$ cat config.mk
export PLATFORM = sky130hd
export DESIGN_NAME = dcc_channel
export DESIGN_NICKNAME = d
export VERILOG_FILES = /design/src/rtl/dcc_pkg.sv /design/src/rtl/dcc_stream_if.sv /design/src/rtl/dcc_fifo.sv /design/src/rtl/dcc_arbiter.sv /design/src/rtl/dcc_channel.sv
export SDC_FILE = /design/constraint.sdc
export NUM_CORES = 1
export LEC_CHECK = 0
export ABC_AREA = 1
export ABC_CLOCK_PERIOD_IN_PS = 4800
export BUFFER_PORTS_ARGS = -buffer_cell sky130_fd_sc_hd__buf_2
export CORE_MARGIN = 2
export CORE_UTILIZATION = 45
export CTS_CLUSTER_SIZE = 14
export DETAILED_ROUTE_END_ITERATION = 6
export MAX_ROUTING_LAYER = met4
export PLACE_DENSITY = 0.74
export SKIP_CTS_REPAIR_TIMING = 1
export SYNTH_ARGS = -nofsm -noshare
export SYNTH_HDL_FRONTEND = slang
export SYNTH_SLANG_ARGS = --single-unit
export TNS_END_PERCENT = 1
$ cat constraint.sdc
create_clock -name aclk -period 4.8 [get_ports aclk]
set_clock_uncertainty 0.15 [all_clocks]
set_input_delay 0.48 -clock aclk [delete_from_list [all_inputs] [get_ports aclk]]
set_output_delay 0.48 -clock aclk [all_outputs]
set_load 0.01 [all_outputs]
$ cat src/rtl/dcc_pkg.sv
package dcc_pkg;
  localparam logic [31:0] CTRL_OFFSET = 32'h5000356C;
  localparam logic [31:0] SRC_OFFSET = 32'h00000000;
  localparam logic [31:0] DST_OFFSET = 32'h00000004;
  localparam logic [31:0] LEN_OFFSET = 32'h00000008;
  localparam logic [31:0] INTC_OFFSET = 32'h0000000C;
  localparam logic [31:0] IDX_OFFSET = 32'h00000010;
  localparam logic [31:0] STAT_OFFSET = 32'h00000014;
  localparam logic [31:0] PEER_OFFSET = 32'h00000018;
  localparam logic [31:0] WDATA_OFFSET = 32'h0000001C;
  localparam logic [31:0] RDATA_OFFSET = 32'h00000020;
  localparam logic [15:0] CTRL_RESET = 16'h0000;
  localparam logic [15:0] CTRL_WMASK = 16'h07FF;
  localparam int RUN_BIT = 0;
  localparam int WIDTH_LO = 1;
  localparam int WIDTH_HI = 2;
  localparam int IRQ_EN_BIT = 3;
  localparam int TRIG_BIT = 4;
  localparam int DINC_BIT = 5;
  localparam int SINC_BIT = 6;
  localparam int WRAP_BIT = 7;
  localparam int PRIO_LO = 8;
  localparam int PRIO_HI = 10;
  localparam logic [1:0] WIDTH_BYTE = 2'h0;
  localparam logic [1:0] WIDTH_HALF = 2'h1;
  localparam logic [1:0] WIDTH_WORD = 2'h2;
  localparam logic [1:0] RESP_OKAY = 2'h0;
  localparam logic [1:0] RESP_SLVERR = 2'h2;
  localparam int FIFO_WIDTH = 32;
  localparam int FIFO_DEPTH = 16;
  localparam int PEERS = 2;
  typedef enum logic [1:0] {ST_IDLE, ST_WAIT, ST_MOVE} dcc_state_t;
endpackage : dcc_pkg

$ cat src/rtl/dcc_stream_if.sv
`timescale 1ns/1ns
`default_nettype none
interface dcc_stream_if;
  logic [31:0] data;
  logic valid;
  logic ready;
  modport src(output data, output valid, input ready);
  modport snk(input data, input valid, output ready);
endinterface : dcc_stream_if
`default_nettype wire

$ cat src/rtl/dcc_fifo.sv
`timescale 1ns/1ns
`default_nettype none
module dcc_fifo #(
  parameter int WIDTH = 32,
  parameter int DEPTH = 16
) (
  input wire logic aclk,
  input wire logic aresetn,
  input wire logic flush,
  dcc_stream_if.snk in_s,
  dcc_stream_if.src out_s
);
  localparam int AW = $clog2(DEPTH);
  logic [WIDTH-1:0] mem_reg [DEPTH];
  logic [AW-1:0] wptr_reg;
  logic [AW-1:0] rptr_reg;
  logic [AW:0] count_reg;
  logic push;
  logic pop;
  assign in_s.ready = (count_reg != DEPTH[AW:0]);
  assign out_s.valid = (count_reg != '0);
  assign out_s.data = mem_reg[rptr_reg];
  assign push = in_s.valid && in_s.ready;
  assign pop = out_s.valid && out_s.ready;
  always_ff @(posedge aclk) begin
    if (push) begin
      mem_reg[wptr_reg] <= in_s.data;
    end
  end
  always_ff @(posedge aclk) begin
    if (!aresetn || flush) begin
      wptr_reg <= '0;
      rptr_reg <= '0;
      count_reg <= '0;
    end else begin
      if (push) begin
        wptr_reg <= wptr_reg + 1'b1;
      end
      if (pop) begin
        rptr_reg <= rptr_reg + 1'b1;
      end
      if (push && !pop) begin
        count_reg <= count_reg + 1'b1;
      end else if (pop && !push) begin
        count_reg <= count_reg - 1'b1;
      end
    end
  end
endmodule : dcc_fifo
`default_nettype wire

$ cat src/rtl/dcc_arbiter.sv
`timescale 1ns/1ns
`default_nettype none
module dcc_arbiter #(
  parameter int N = 3
) (
  input wire logic [N-1:0] req,
  input wire logic [3*N-1:0] prio,
  output logic [N-1:0] grant
);
  // later stages only win on strictly greater rank, so equal rank keeps the lower index
  localparam int WB = $clog2(N+1);
  logic [2:0] best [N+1];
  logic [WB-1:0] win [N+1];
  logic found [N+1];
  assign best[0] = 3'h0;
  assign win[0] = '0;
  assign found[0] = 1'b0;
  genvar i;
  generate
    for (i = 0; i < N; i++) begin : g_stage
      logic take;
      assign take = req[i] && (!found[i] || (prio[3*i +: 3] > best[i]));
      assign best[i+1] = take ? prio[3*i +: 3] : best[i];
      assign win[i+1] = take ? WB'(i) : win[i];
      assign found[i+1] = found[i] || req[i];
      assign grant[i] = found[N] && (win[N] == WB'(i));
    end
  endgenerate
endmodule : dcc_arbiter
`default_nettype wire

$ cat src/rtl/dcc_channel.sv
// Chosen here: register access over AXI4-Lite.
`timescale 1ns/1ns
`default_nettype none
module dcc_channel (
  input wire logic aclk,
  input wire logic aresetn,
  input wire logic [31:0] s_axi_awaddr,
  input wire logic s_axi_awvalid,
  output logic s_axi_awready,
  input wire logic [31:0] s_axi_wdata,
  input wire logic [3:0] s_axi_wstrb,
  input wire logic s_axi_wvalid,
  output logic s_axi_wready,
  output logic [1:0] s_axi_bresp,
  output logic s_axi_bvalid,
  input wire logic s_axi_bready,
  input wire logic [31:0] s_axi_araddr,
  input wire logic s_axi_arvalid,
  output logic s_axi_arready,
  output logic [31:0] s_axi_rdata,
  output logic [1:0] s_axi_rresp,
  output logic s_axi_rvalid,
  input wire logic s_axi_rready,
  input wire logic periph_request,
  input wire logic [3*dcc_pkg::PEERS-1:0] peer_priority,
  input wire logic [dcc_pkg::PEERS-1:0] peer_request,
  output logic [dcc_pkg::PEERS-1:0] peer_grant,
  output logic bus_grant,
  output logic [31:0] item_src_addr,
  output logic [31:0] item_dst_addr,
  output logic [1:0] item_width,
  output logic item_strobe,
  output logic channel_irq,
  output logic [31:0] out_data,
  output logic out_valid,
  input wire logic out_ready
);
  logic [15:0] ctrl_reg;
  logic [31:0] src_reg;
  logic [31:0] dst_reg;
  logic [15:0] len_reg;
  logic [15:0] intc_reg;
  logic [15:0] idx_reg;
  logic irq_reg;
  logic done_reg;
  logic [31:0] src_addr_reg;
  logic [31:0] dst_addr_reg;
  logic strobe_reg;
  logic [31:0] rdata_reg;
  logic rvalid_reg;
  logic bvalid_reg;
  logic [1:0] bresp_reg;
  logic [1:0] rresp_reg;
  logic aw_held_reg;
  logic w_held_reg;
  logic [31:0] aw_addr_reg;
  logic [31:0] w_data_reg;
  logic [3:0] w_strb_reg;
  dcc_pkg::dcc_state_t state_reg;
  logic run;
  logic wrap;
  logic trig;
  logic [1:0] width;
  logic width_ok;
  logic [2:0] step;
  logic own_req;
  logic own_grant;
  logic item_go;
  logic last_item;
  logic wr_do;
  logic [31:0] wr_addr;
  logic [31:0] wr_data;
  logic [3:0] wr_strb;
  logic [31:0] wr_mask;
  logic ctrl_hit;
  logic feed_hit;
  logic [dcc_pkg::PEERS:0] all_req;
  logic [3*dcc_pkg::PEERS+2:0] all_prio;
  logic [dcc_pkg::PEERS:0] all_grant;
  dcc_stream_if in_s ();
  dcc_stream_if out_s ();

  assign run = ctrl_reg[dcc_pkg::RUN_BIT];
  assign wrap = ctrl_reg[dcc_pkg::WRAP_BIT] && trig;
  assign trig = ctrl_reg[dcc_pkg::TRIG_BIT];
  assign width = ctrl_reg[dcc_pkg::WIDTH_HI:dcc_pkg::WIDTH_LO];
  assign width_ok = (width != 2'h3);

  always_comb begin
    case (width)
      dcc_pkg::WIDTH_BYTE: step = 3'h1;
      dcc_pkg::WIDTH_HALF: step = 3'h2;
      dcc_pkg::WIDTH_WORD: step = 3'h4;
      default: step = 3'h0;
    endcase
  end

  // a reserved width stalls the channel rather than guessing a size
  assign own_req = run && width_ok && (state_reg == dcc_pkg::ST_MOVE)
                   && in_s.ready;
  assign all_req = {peer_request, own_req};
  assign all_prio = {peer_priority, ctrl_reg[dcc_pkg::PRIO_HI:dcc_pkg::PRIO_LO]};

  dcc_arbiter #(.N(dcc_pkg::PEERS + 1)) u_arb (
    .req(all_req),
    .prio(all_prio),
    .grant(all_grant)
  );

  assign own_grant = all_grant[0];
  assign peer_grant = all_grant[dcc_pkg::PEERS:1];
  assign bus_grant = own_grant;
  assign item_go = own_req && own_grant;
  assign last_item = (idx_reg == len_reg);

  // axi write channels: address and data may arrive in either order
  assign s_axi_awready = !aw_held_reg && !bvalid_reg;
  assign s_axi_wready = !w_held_reg && !bvalid_reg;
  assign s_axi_bvalid = bvalid_reg;
  assign s_axi_bresp = bresp_reg;
  assign s_axi_arready = !rvalid_reg;
  assign s_axi_rvalid = rvalid_reg;
  assign s_axi_rdata = rdata_reg;
  assign s_axi_rresp = rresp_reg;
  assign wr_addr = aw_held_reg ? aw_addr_reg : s_axi_awaddr;
  assign wr_data = w_held_reg ? w_data_reg : s_axi_wdata;
  assign wr_strb = w_held_reg ? w_strb_reg : s_axi_wstrb;
  assign wr_do = (aw_held_reg || (s_axi_awvalid && s_axi_awready))
                 && (w_held_reg || (s_axi_wvalid && s_axi_wready));
  assign wr_mask = {{8{wr_strb[3]}}, {8{wr_strb[2]}}, {8{wr_strb[1]}}, {8{wr_strb[0]}}};
  assign ctrl_hit = wr_do && (wr_addr == dcc_pkg::CTRL_OFFSET);
  assign feed_hit = wr_do && (wr_addr == dcc_pkg::WDATA_OFFSET);

  always_ff @(posedge aclk) begin
    if (!aresetn) begin
      aw_held_reg <= 1'b0;
      w_held_reg <= 1'b0;
      aw_addr_reg <= 32'h00000000;
      w_data_reg <= 32'h00000000;
      w_strb_reg <= 4'h0;
      bvalid_reg <= 1'b0;
      bresp_reg <= dcc_pkg::RESP_OKAY;
    end else begin
      if (wr_do) begin
        aw_held_reg <= 1'b0;
        w_held_reg <= 1'b0;
        bvalid_reg <= 1'b1;
        bresp_reg <= (feed_hit && !in_s.ready) ? dcc_pkg::RESP_SLVERR : dcc_pkg::RESP_OKAY;
      end else begin
        if (s_axi_awvalid && s_axi_awready) begin
          aw_held_reg <= 1'b1;
          aw_addr_reg <= s_axi_awaddr;
        end
        if (s_axi_wvalid && s_axi_wready) begin
          w_held_reg <= 1'b1;
          w_data_reg <= s_axi_wdata;
          w_strb_reg <= s_axi_wstrb;
        end
        if (bvalid_reg && s_axi_bready) begin
          bvalid_reg <= 1'b0;
        end
      end
    end
  end

  // control register: software write first, hardware self-clear of run wins last
  always_ff @(posedge aclk) begin
    if (!aresetn) begin
      ctrl_reg <= dcc_pkg::CTRL_RESET;
    end else begin
      if (ctrl_hit) begin
        ctrl_reg <= (ctrl_reg & ~(wr_mask[15:0] & dcc_pkg::CTRL_WMASK))
                    | (wr_data[15:0] & wr_mask[15:0] & dcc_pkg::CTRL_WMASK);
      end
      if (item_go && last_item && !wrap) begin
        ctrl_reg[dcc_pkg::RUN_BIT] <= 1'b0;
      end
    end
  end

  always_ff @(posedge aclk) begin
    if (!aresetn) begin
      src_reg <= 32'h00000000;
      dst_reg <= 32'h00000000;
      len_reg <= 16'h0000;
      intc_reg <= 16'h0000;
    end else if (wr_do) begin
      if (wr_addr == dcc_pkg::SRC_OFFSET) begin
        src_reg <= (src_reg & ~wr_mask) | (wr_data & wr_mask);
      end
      if (wr_addr == dcc_pkg::DST_OFFSET) begin
        dst_reg <= (dst_reg & ~wr_mask) | (wr_data & wr_mask);
      end
      if (wr_addr == dcc_pkg::LEN_OFFSET) begin
        len_reg <= (len_reg & ~wr_mask[15:0]) | (wr_data[15:0] & wr_mask[15:0]);
      end
      if (wr_addr == dcc_pkg::INTC_OFFSET) begin
        intc_reg <= (intc_reg & ~wr_mask[15:0]) | (wr_data[15:0] & wr_mask[15:0]);
      end
    end
  end

  // sequencing: idle until run, wait for a peripheral request when triggered
  always_ff @(posedge aclk) begin
    if (!aresetn) begin
      state_reg <= dcc_pkg::ST_IDLE;
    end else begin
      case (state_reg)
        dcc_pkg::ST_IDLE: begin
          if (run) begin
            state_reg <= trig ? dcc_pkg::ST_WAIT : dcc_pkg::ST_MOVE;
          end
        end
        dcc_pkg::ST_WAIT: begin
          if (!run) begin
            state_reg <= dcc_pkg::ST_IDLE;
          end else if (periph_request) begin
            state_reg <= dcc_pkg::ST_MOVE;
          end
        end
        dcc_pkg::ST_MOVE: begin
          if (!run) begin
            state_reg <= dcc_pkg::ST_IDLE;
          end else if (item_go && trig) begin
            state_reg <= (last_item && !wrap) ? dcc_pkg::ST_IDLE : dcc_pkg::ST_WAIT;
          end else if (item_go && last_item) begin
            state_reg <= dcc_pkg::ST_IDLE;
          end
        end
        default: state_reg <= dcc_pkg::ST_IDLE;
      endcase
    end
  end

  // index counts items; cleared on completion, on wrap and when stopped
  always_ff @(posedge aclk) begin
    if (!aresetn || !run) begin
      idx_reg <= 16'h0000;
    end else if (item_go) begin
      idx_reg <= last_item ? 16'h0000 : idx_reg + 16'h0001;
    end
  end

  // each address is the start plus index times step when its own bit (SINC_BIT for source, DINC_BIT for destination) is set, else the start; computed per item
  always_ff @(posedge aclk) begin
    if (!aresetn) begin
      src_addr_reg <= 32'h00000000;
      dst_addr_reg <= 32'h00000000;
      strobe_reg <= 1'b0;
    end else begin
      strobe_reg <= item_go;
      if (item_go) begin
        src_addr_reg <= ctrl_reg[dcc_pkg::SINC_BIT]
                        ? src_reg + ({16'h0000, idx_reg} * {29'h0, step}) : src_reg;
        dst_addr_reg <= ctrl_reg[dcc_pkg::DINC_BIT]
                        ? dst_reg + ({16'h0000, idx_reg} * {29'h0, step}) : dst_reg;
      end
    end
  end

  assign item_src_addr = src_addr_reg;
  assign item_dst_addr = dst_addr_reg;
  assign item_width = width;
  assign item_strobe = strobe_reg;

  // sticky interrupt; a new match in the clearing cycle keeps it set
  always_ff @(posedge aclk) begin
    if (!aresetn) begin
      irq_reg <= 1'b0;
      done_reg <= 1'b0;
    end else begin
      if (wr_do && wr_addr == dcc_pkg::STAT_OFFSET && wr_strb[0] && wr_data[0]) begin
        irq_reg <= 1'b0;
      end
      if (wr_do && wr_addr == dcc_pkg::STAT_OFFSET && wr_strb[0] && wr_data[1]) begin
        done_reg <= 1'b0;
      end
      if (item_go && ctrl_reg[dcc_pkg::IRQ_EN_BIT] && intc_reg == idx_reg) begin
        irq_reg <= 1'b1;
      end
      if (item_go && last_item) begin
        done_reg <= 1'b1;
      end
    end
  end

  assign channel_irq = irq_reg && ctrl_reg[dcc_pkg::IRQ_EN_BIT];

  always_ff @(posedge aclk) begin
    if (!aresetn) begin
      rvalid_reg <= 1'b0;
      rdata_reg <= 32'h00000000;
      rresp_reg <= dcc_pkg::RESP_OKAY;
    end else if (s_axi_arvalid && s_axi_arready) begin
      rvalid_reg <= 1'b1;
      rresp_reg <= dcc_pkg::RESP_OKAY;
      case (s_axi_araddr)
        dcc_pkg::CTRL_OFFSET: rdata_reg <= {16'h0000, ctrl_reg};
        dcc_pkg::SRC_OFFSET: rdata_reg <= src_reg;
        dcc_pkg::DST_OFFSET: rdata_reg <= dst_reg;
        dcc_pkg::LEN_OFFSET: rdata_reg <= {16'h0000, len_reg};
        dcc_pkg::INTC_OFFSET: rdata_reg <= {16'h0000, intc_reg};
        dcc_pkg::IDX_OFFSET: rdata_reg <= {16'h0000, idx_reg};
        dcc_pkg::STAT_OFFSET: rdata_reg <= {26'h0, state_reg, in_s.ready, width_ok,
                                            done_reg, irq_reg};
        default: begin
          rdata_reg <= 32'h00000000;
          rresp_reg <= dcc_pkg::RESP_SLVERR;
        end
      endcase
    end else if (rvalid_reg && s_axi_rready) begin
      rvalid_reg <= 1'b0;
    end
  end

  // software feeds words into the fifo; the far side drains it, a full fifo stalls items
  assign in_s.data = wr_data;
  assign in_s.valid = feed_hit;

  dcc_fifo #(.WIDTH(dcc_pkg::FIFO_WIDTH), .DEPTH(dcc_pkg::FIFO_DEPTH)) u_fifo (
    .aclk(aclk),
    .aresetn(aresetn),
    .flush(1'b0),
    .in_s(in_s),
    .out_s(out_s)
  );

  assign out_data = out_s.data;
  assign out_valid = out_s.valid;
  assign out_s.ready = out_ready;
endmodule : dcc_channel
`default_nettype wire

==> flow_summary.toml <==
[die]
core_area_um2 = 89700
num_io_pins = 262
die_h_um = 304
die_area_um2 = 92600
num_rows = 110
die_w_um = 304
start_util_pct = 45.2

[sta]
layout_setup_ws_ns = 0.247
period_share_pct = 94.9
drv_slew = 0
relSlewSlack_pct = 6.95
final.min_clock_period_ns = 4.55
tns_ns = 0
final-hold-violation-count = 22
finalSetupViolations = 0
max_freq_ghz = 0.220
holdWs_ns = -0.0426
worst_slew_pin_slew_ns = 1.38

[clock_network]
htreeDepth = 3
clk_latency_ns = 0.67
cts_tree = "yes"
cts_buffers = 87
clock_sinks = 827
cts_root_buf = "clkbuf_16"
path_clk_slew_ns = 0.06
cts.path.max_buffers = 3

[power_and_ir_drop]
comb_power_share_pct = 18.7
pwr-share-clk_pct = 38.4
p_sw_share_pct = 29.4
p_int_mw = 13.2
pwr_density_cell_nw_per_um2 = 394
p_switching_mw = 5.47
ir_drop_mv = 0.362
p_total_mw = 18.6
p_leak_nw = 18.9
pwr-share-seq_pct = 43.0

[layout]
final_cells = 6138
fillers = 8052
drive_above_1_share_pct = 13.6
area_growth_pct = 16.5
nets = 5093

[synth]
synth_edf_count = 512
synth-seq-cells = 827
synth.distinct_cells = 52
synth_cells = 4614
avgSynthCellArea_um2 = 8.79
netlist_area_um2 = 40600
ys_seq_area_share_pct = 53.4
yosys_warnings = 0
synthFlopType = "edfxtp_1"
async_flop_share_pct = 0

[critical_path]
r2r_end = "item_dst_addr[26]$_SDFFE_PN0N_"
cp-endpoint = "item_dst_addr[26]$_SDFFE_PN0N_"
r2r_slack_ns = 0.25
slowest_delay_ns = 0.52
arrival_ns = 4.95
path_max_fanout = 6
worstPathRequired_ns = 5.19
path_depth = 26
crit_slowest_cell = "fa_1"
reg2reg_depth = 26
path_class = "flip-flop to flip-flop"
cp-start-kind = "flip-flop"
crit_top_cell = "nand2_1"
critPathCaptureType = "flip-flop"
cpLargestDelayFamily = "adder cells"
worst-path-buf-inv = 5

[run_status]
status = "finished, violations left"
violations = "DRC, hold timing"

[drt]
drtIter0Drc = 3895
vias = 34398
drtAntennaViolNets = 0
routedWlPerCell_um = 21.0
dr.pass1.iters = 7
viasPerCell = 5.60
drt-total-wl_um = 129000
drc = 6

[global_route]
grt_pass1_wl_um = 192000
antenna_found_initial = 8
track_usage_pct = 27.8
grt_max_degree = 139
grt.overflow.total = 0
grt_pass1_vias = 32130

[placed_design]
routabilityCongestion = 0.991
place_ws_ns = -0.0442
io_buffer_count = 259
post-place-cells = 5946
dp_hpwl_um = 87300

[min_path]
hp-class = "input pin to flip-flop"

[run]
drv_cap = 0
[synth_stat cells, types with 2 or more instances]
cell type | instances | share of area [%]
a21o_1 | 8 | 0.15
buf_2 | 33 | 0.41
inv_2 | 6 | 0.056
xor2_1 | 37 | 0.80
or2_2 | 16 | 0.25
nand3b_1 | 5 | 0.093
nor2_1 | 512 | 4.7
nand2_1 | 844 | 7.8
o22ai_1 | 15 | 0.23
inv_1 | 485 | 4.5
nor2_2 | 8 | 0.12
edfxtp_1 | 512 | 38
nor2b_1 | 2 | 0.031
nand2_2 | 5 | 0.077
o21ai_0 | 368 | 4.5
clkinv_1 | 2 | 0.019
o211ai_1 | 131 | 2.4
buf_1 | 22 | 0.20
nor4_1 | 7 | 0.11
buf_4 | 10 | 0.19
dfxtp_1 | 315 | 16
nand3_1 | 274 | 3.4
o21ai_2 | 2 | 0.043
o21ai_1 | 10 | 0.12
fa_1 | 18 | 0.89
xnor2_1 | 10 | 0.22
a211oi_1 | 2 | 0.037
and2_1 | 3 | 0.046
ha_1 | 72 | 2.2
clkbuf_1 | 178 | 1.6
buf_6 | 8 | 0.22
a21oi_1 | 349 | 4.3
o21bai_1 | 6 | 0.11
a31oi_1 | 18 | 0.28
nor3_1 | 32 | 0.39
nand4_1 | 132 | 2.0
mux2i_1 | 128 | 3.2
nor2_4 | 12 | 0.33
a21boi_0 | 2 | 0.037
o21a_1 | 2 | 0.037
o31ai_1 | 2 | 0.037
[per-stage QoR]
stage | util (%) | hold slack (ns) | cell area, um^2
after floorplan | - | 0.279 | 40600
after global placement | 48.7 | 0.288 | 43700
after detailed placement | 48.7 | 0.295 | 43700
after CTS | 52.1 | -0.0745 | 46800
after global routing | 52.7 | 0.000446 | 47300
final | 52.7 | -0.0426 | 47300
[power by group through the flow]
stage | sequential [mW] | combinational, mW | clock (mW)
2_1_floorplan | 8.04 | 2.31 | 0
3_3_place_gp | 8.15 | 3.34 | 0
3_5_place_dp | 8.15 | 3.42 | 0
4_1_cts | 8.00 | 3.45 | 7.23
5_1_grt | 8.02 | 3.83 | 7.51
6_report | 8.00 | 3.48 | 7.15
[worst min-delay path: cells and delay by family]
kind / cells / cell delay [ns]
AOI/OAI and AO/OA: 1 / 0.08
buffers and inverters: 1 / 0.09
and+or+nand+nor: 1 / 0.08
[metal layers]
metal,vias to the layer above,GRT usage [%],wire (um)
li1,16212,-,-
met1,16322,35.9,52100
met2,1602,43.4,59600
met3,262,4.82,12200
met4,0,11.3,5130
met5,-,-,0
[cells in the final DEF, fill, tap and decap left out, drive strengths merged, types with 72 or more instances in the layout]
master | synthesis | layout
clkbuf | 178 | 101
inv | 492 | 497
mux2i | 128 | 128
edfxtp | 512 | 512
nor2 | 532 | 532
o21ai | 380 | 380
nand2 | 850 | 850
dfxtp | 315 | 315
a21oi | 351 | 351
nand3 | 275 | 275
o211ai | 131 | 131
ha | 72 | 72
buf | 73 | 413
nand4 | 132 | 132
[how the worst min path moves through the flow]
stage / start / to / slack (ns) / cells after the start
2_1_floorplan: aw_addr_reg[0]$_SDFFE_PN0P_ / aw_addr_reg[0]$_SDFFE_PN0P_ / 0.28 / 2
3_3_place_gp: w_data_reg[14]$_SDFFE_PN0P_ / w_data_reg[14]$_SDFFE_PN0P_ / 0.29 / 2
3_5_place_dp: w_data_reg[17]$_SDFFE_PN0P_ / w_data_reg[17]$_SDFFE_PN0P_ / 0.29 / 2
4_1_cts: s_axi_awaddr[24] / aw_addr_reg[24]$_SDFFE_PN0P_ / -0.07 / 3
5_1_grt: s_axi_awaddr[8] / aw_addr_reg[8]$_SDFFE_PN0P_ / 0.0004 / 3
6_report: s_axi_awaddr[25] / aw_addr_reg[25]$_SDFFE_PN0P_ / -0.04 / 3
[logic make-up (layout without fill, tap and decap cells)]
kind of cell	after synthesis	count (layout)	synth area share [%]
simple gates	1858	1858	19.6
flops	827	827	53.4
xor+xnor	47	47	1.01
fa+ha+maj	90	90	3.11
mux	128	128	3.16
compound gates	918	918	12.4
other cells	1	6	0.00924
buf+inv	745	1088	7.24
[area by class of cell]
class | count | area [um^2] | area share, %
Multi-Input combinational cell | 3043 | 16300 | 34.5
Timing Repair Buffer | 433 | 2870 | 6.08
Clock inverter | 61 | 793 | 1.68
Clock buffer | 100 | 2270 | 4.79
Tap cell | 1176 | 1470 | 3.11
Antenna cell | 4 | 10.0 | 0.0212
Sequential cell | 827 | 21700 | 45.9
Inverter | 494 | 1860 | 3.93
(Power assumes the default switching activity.)
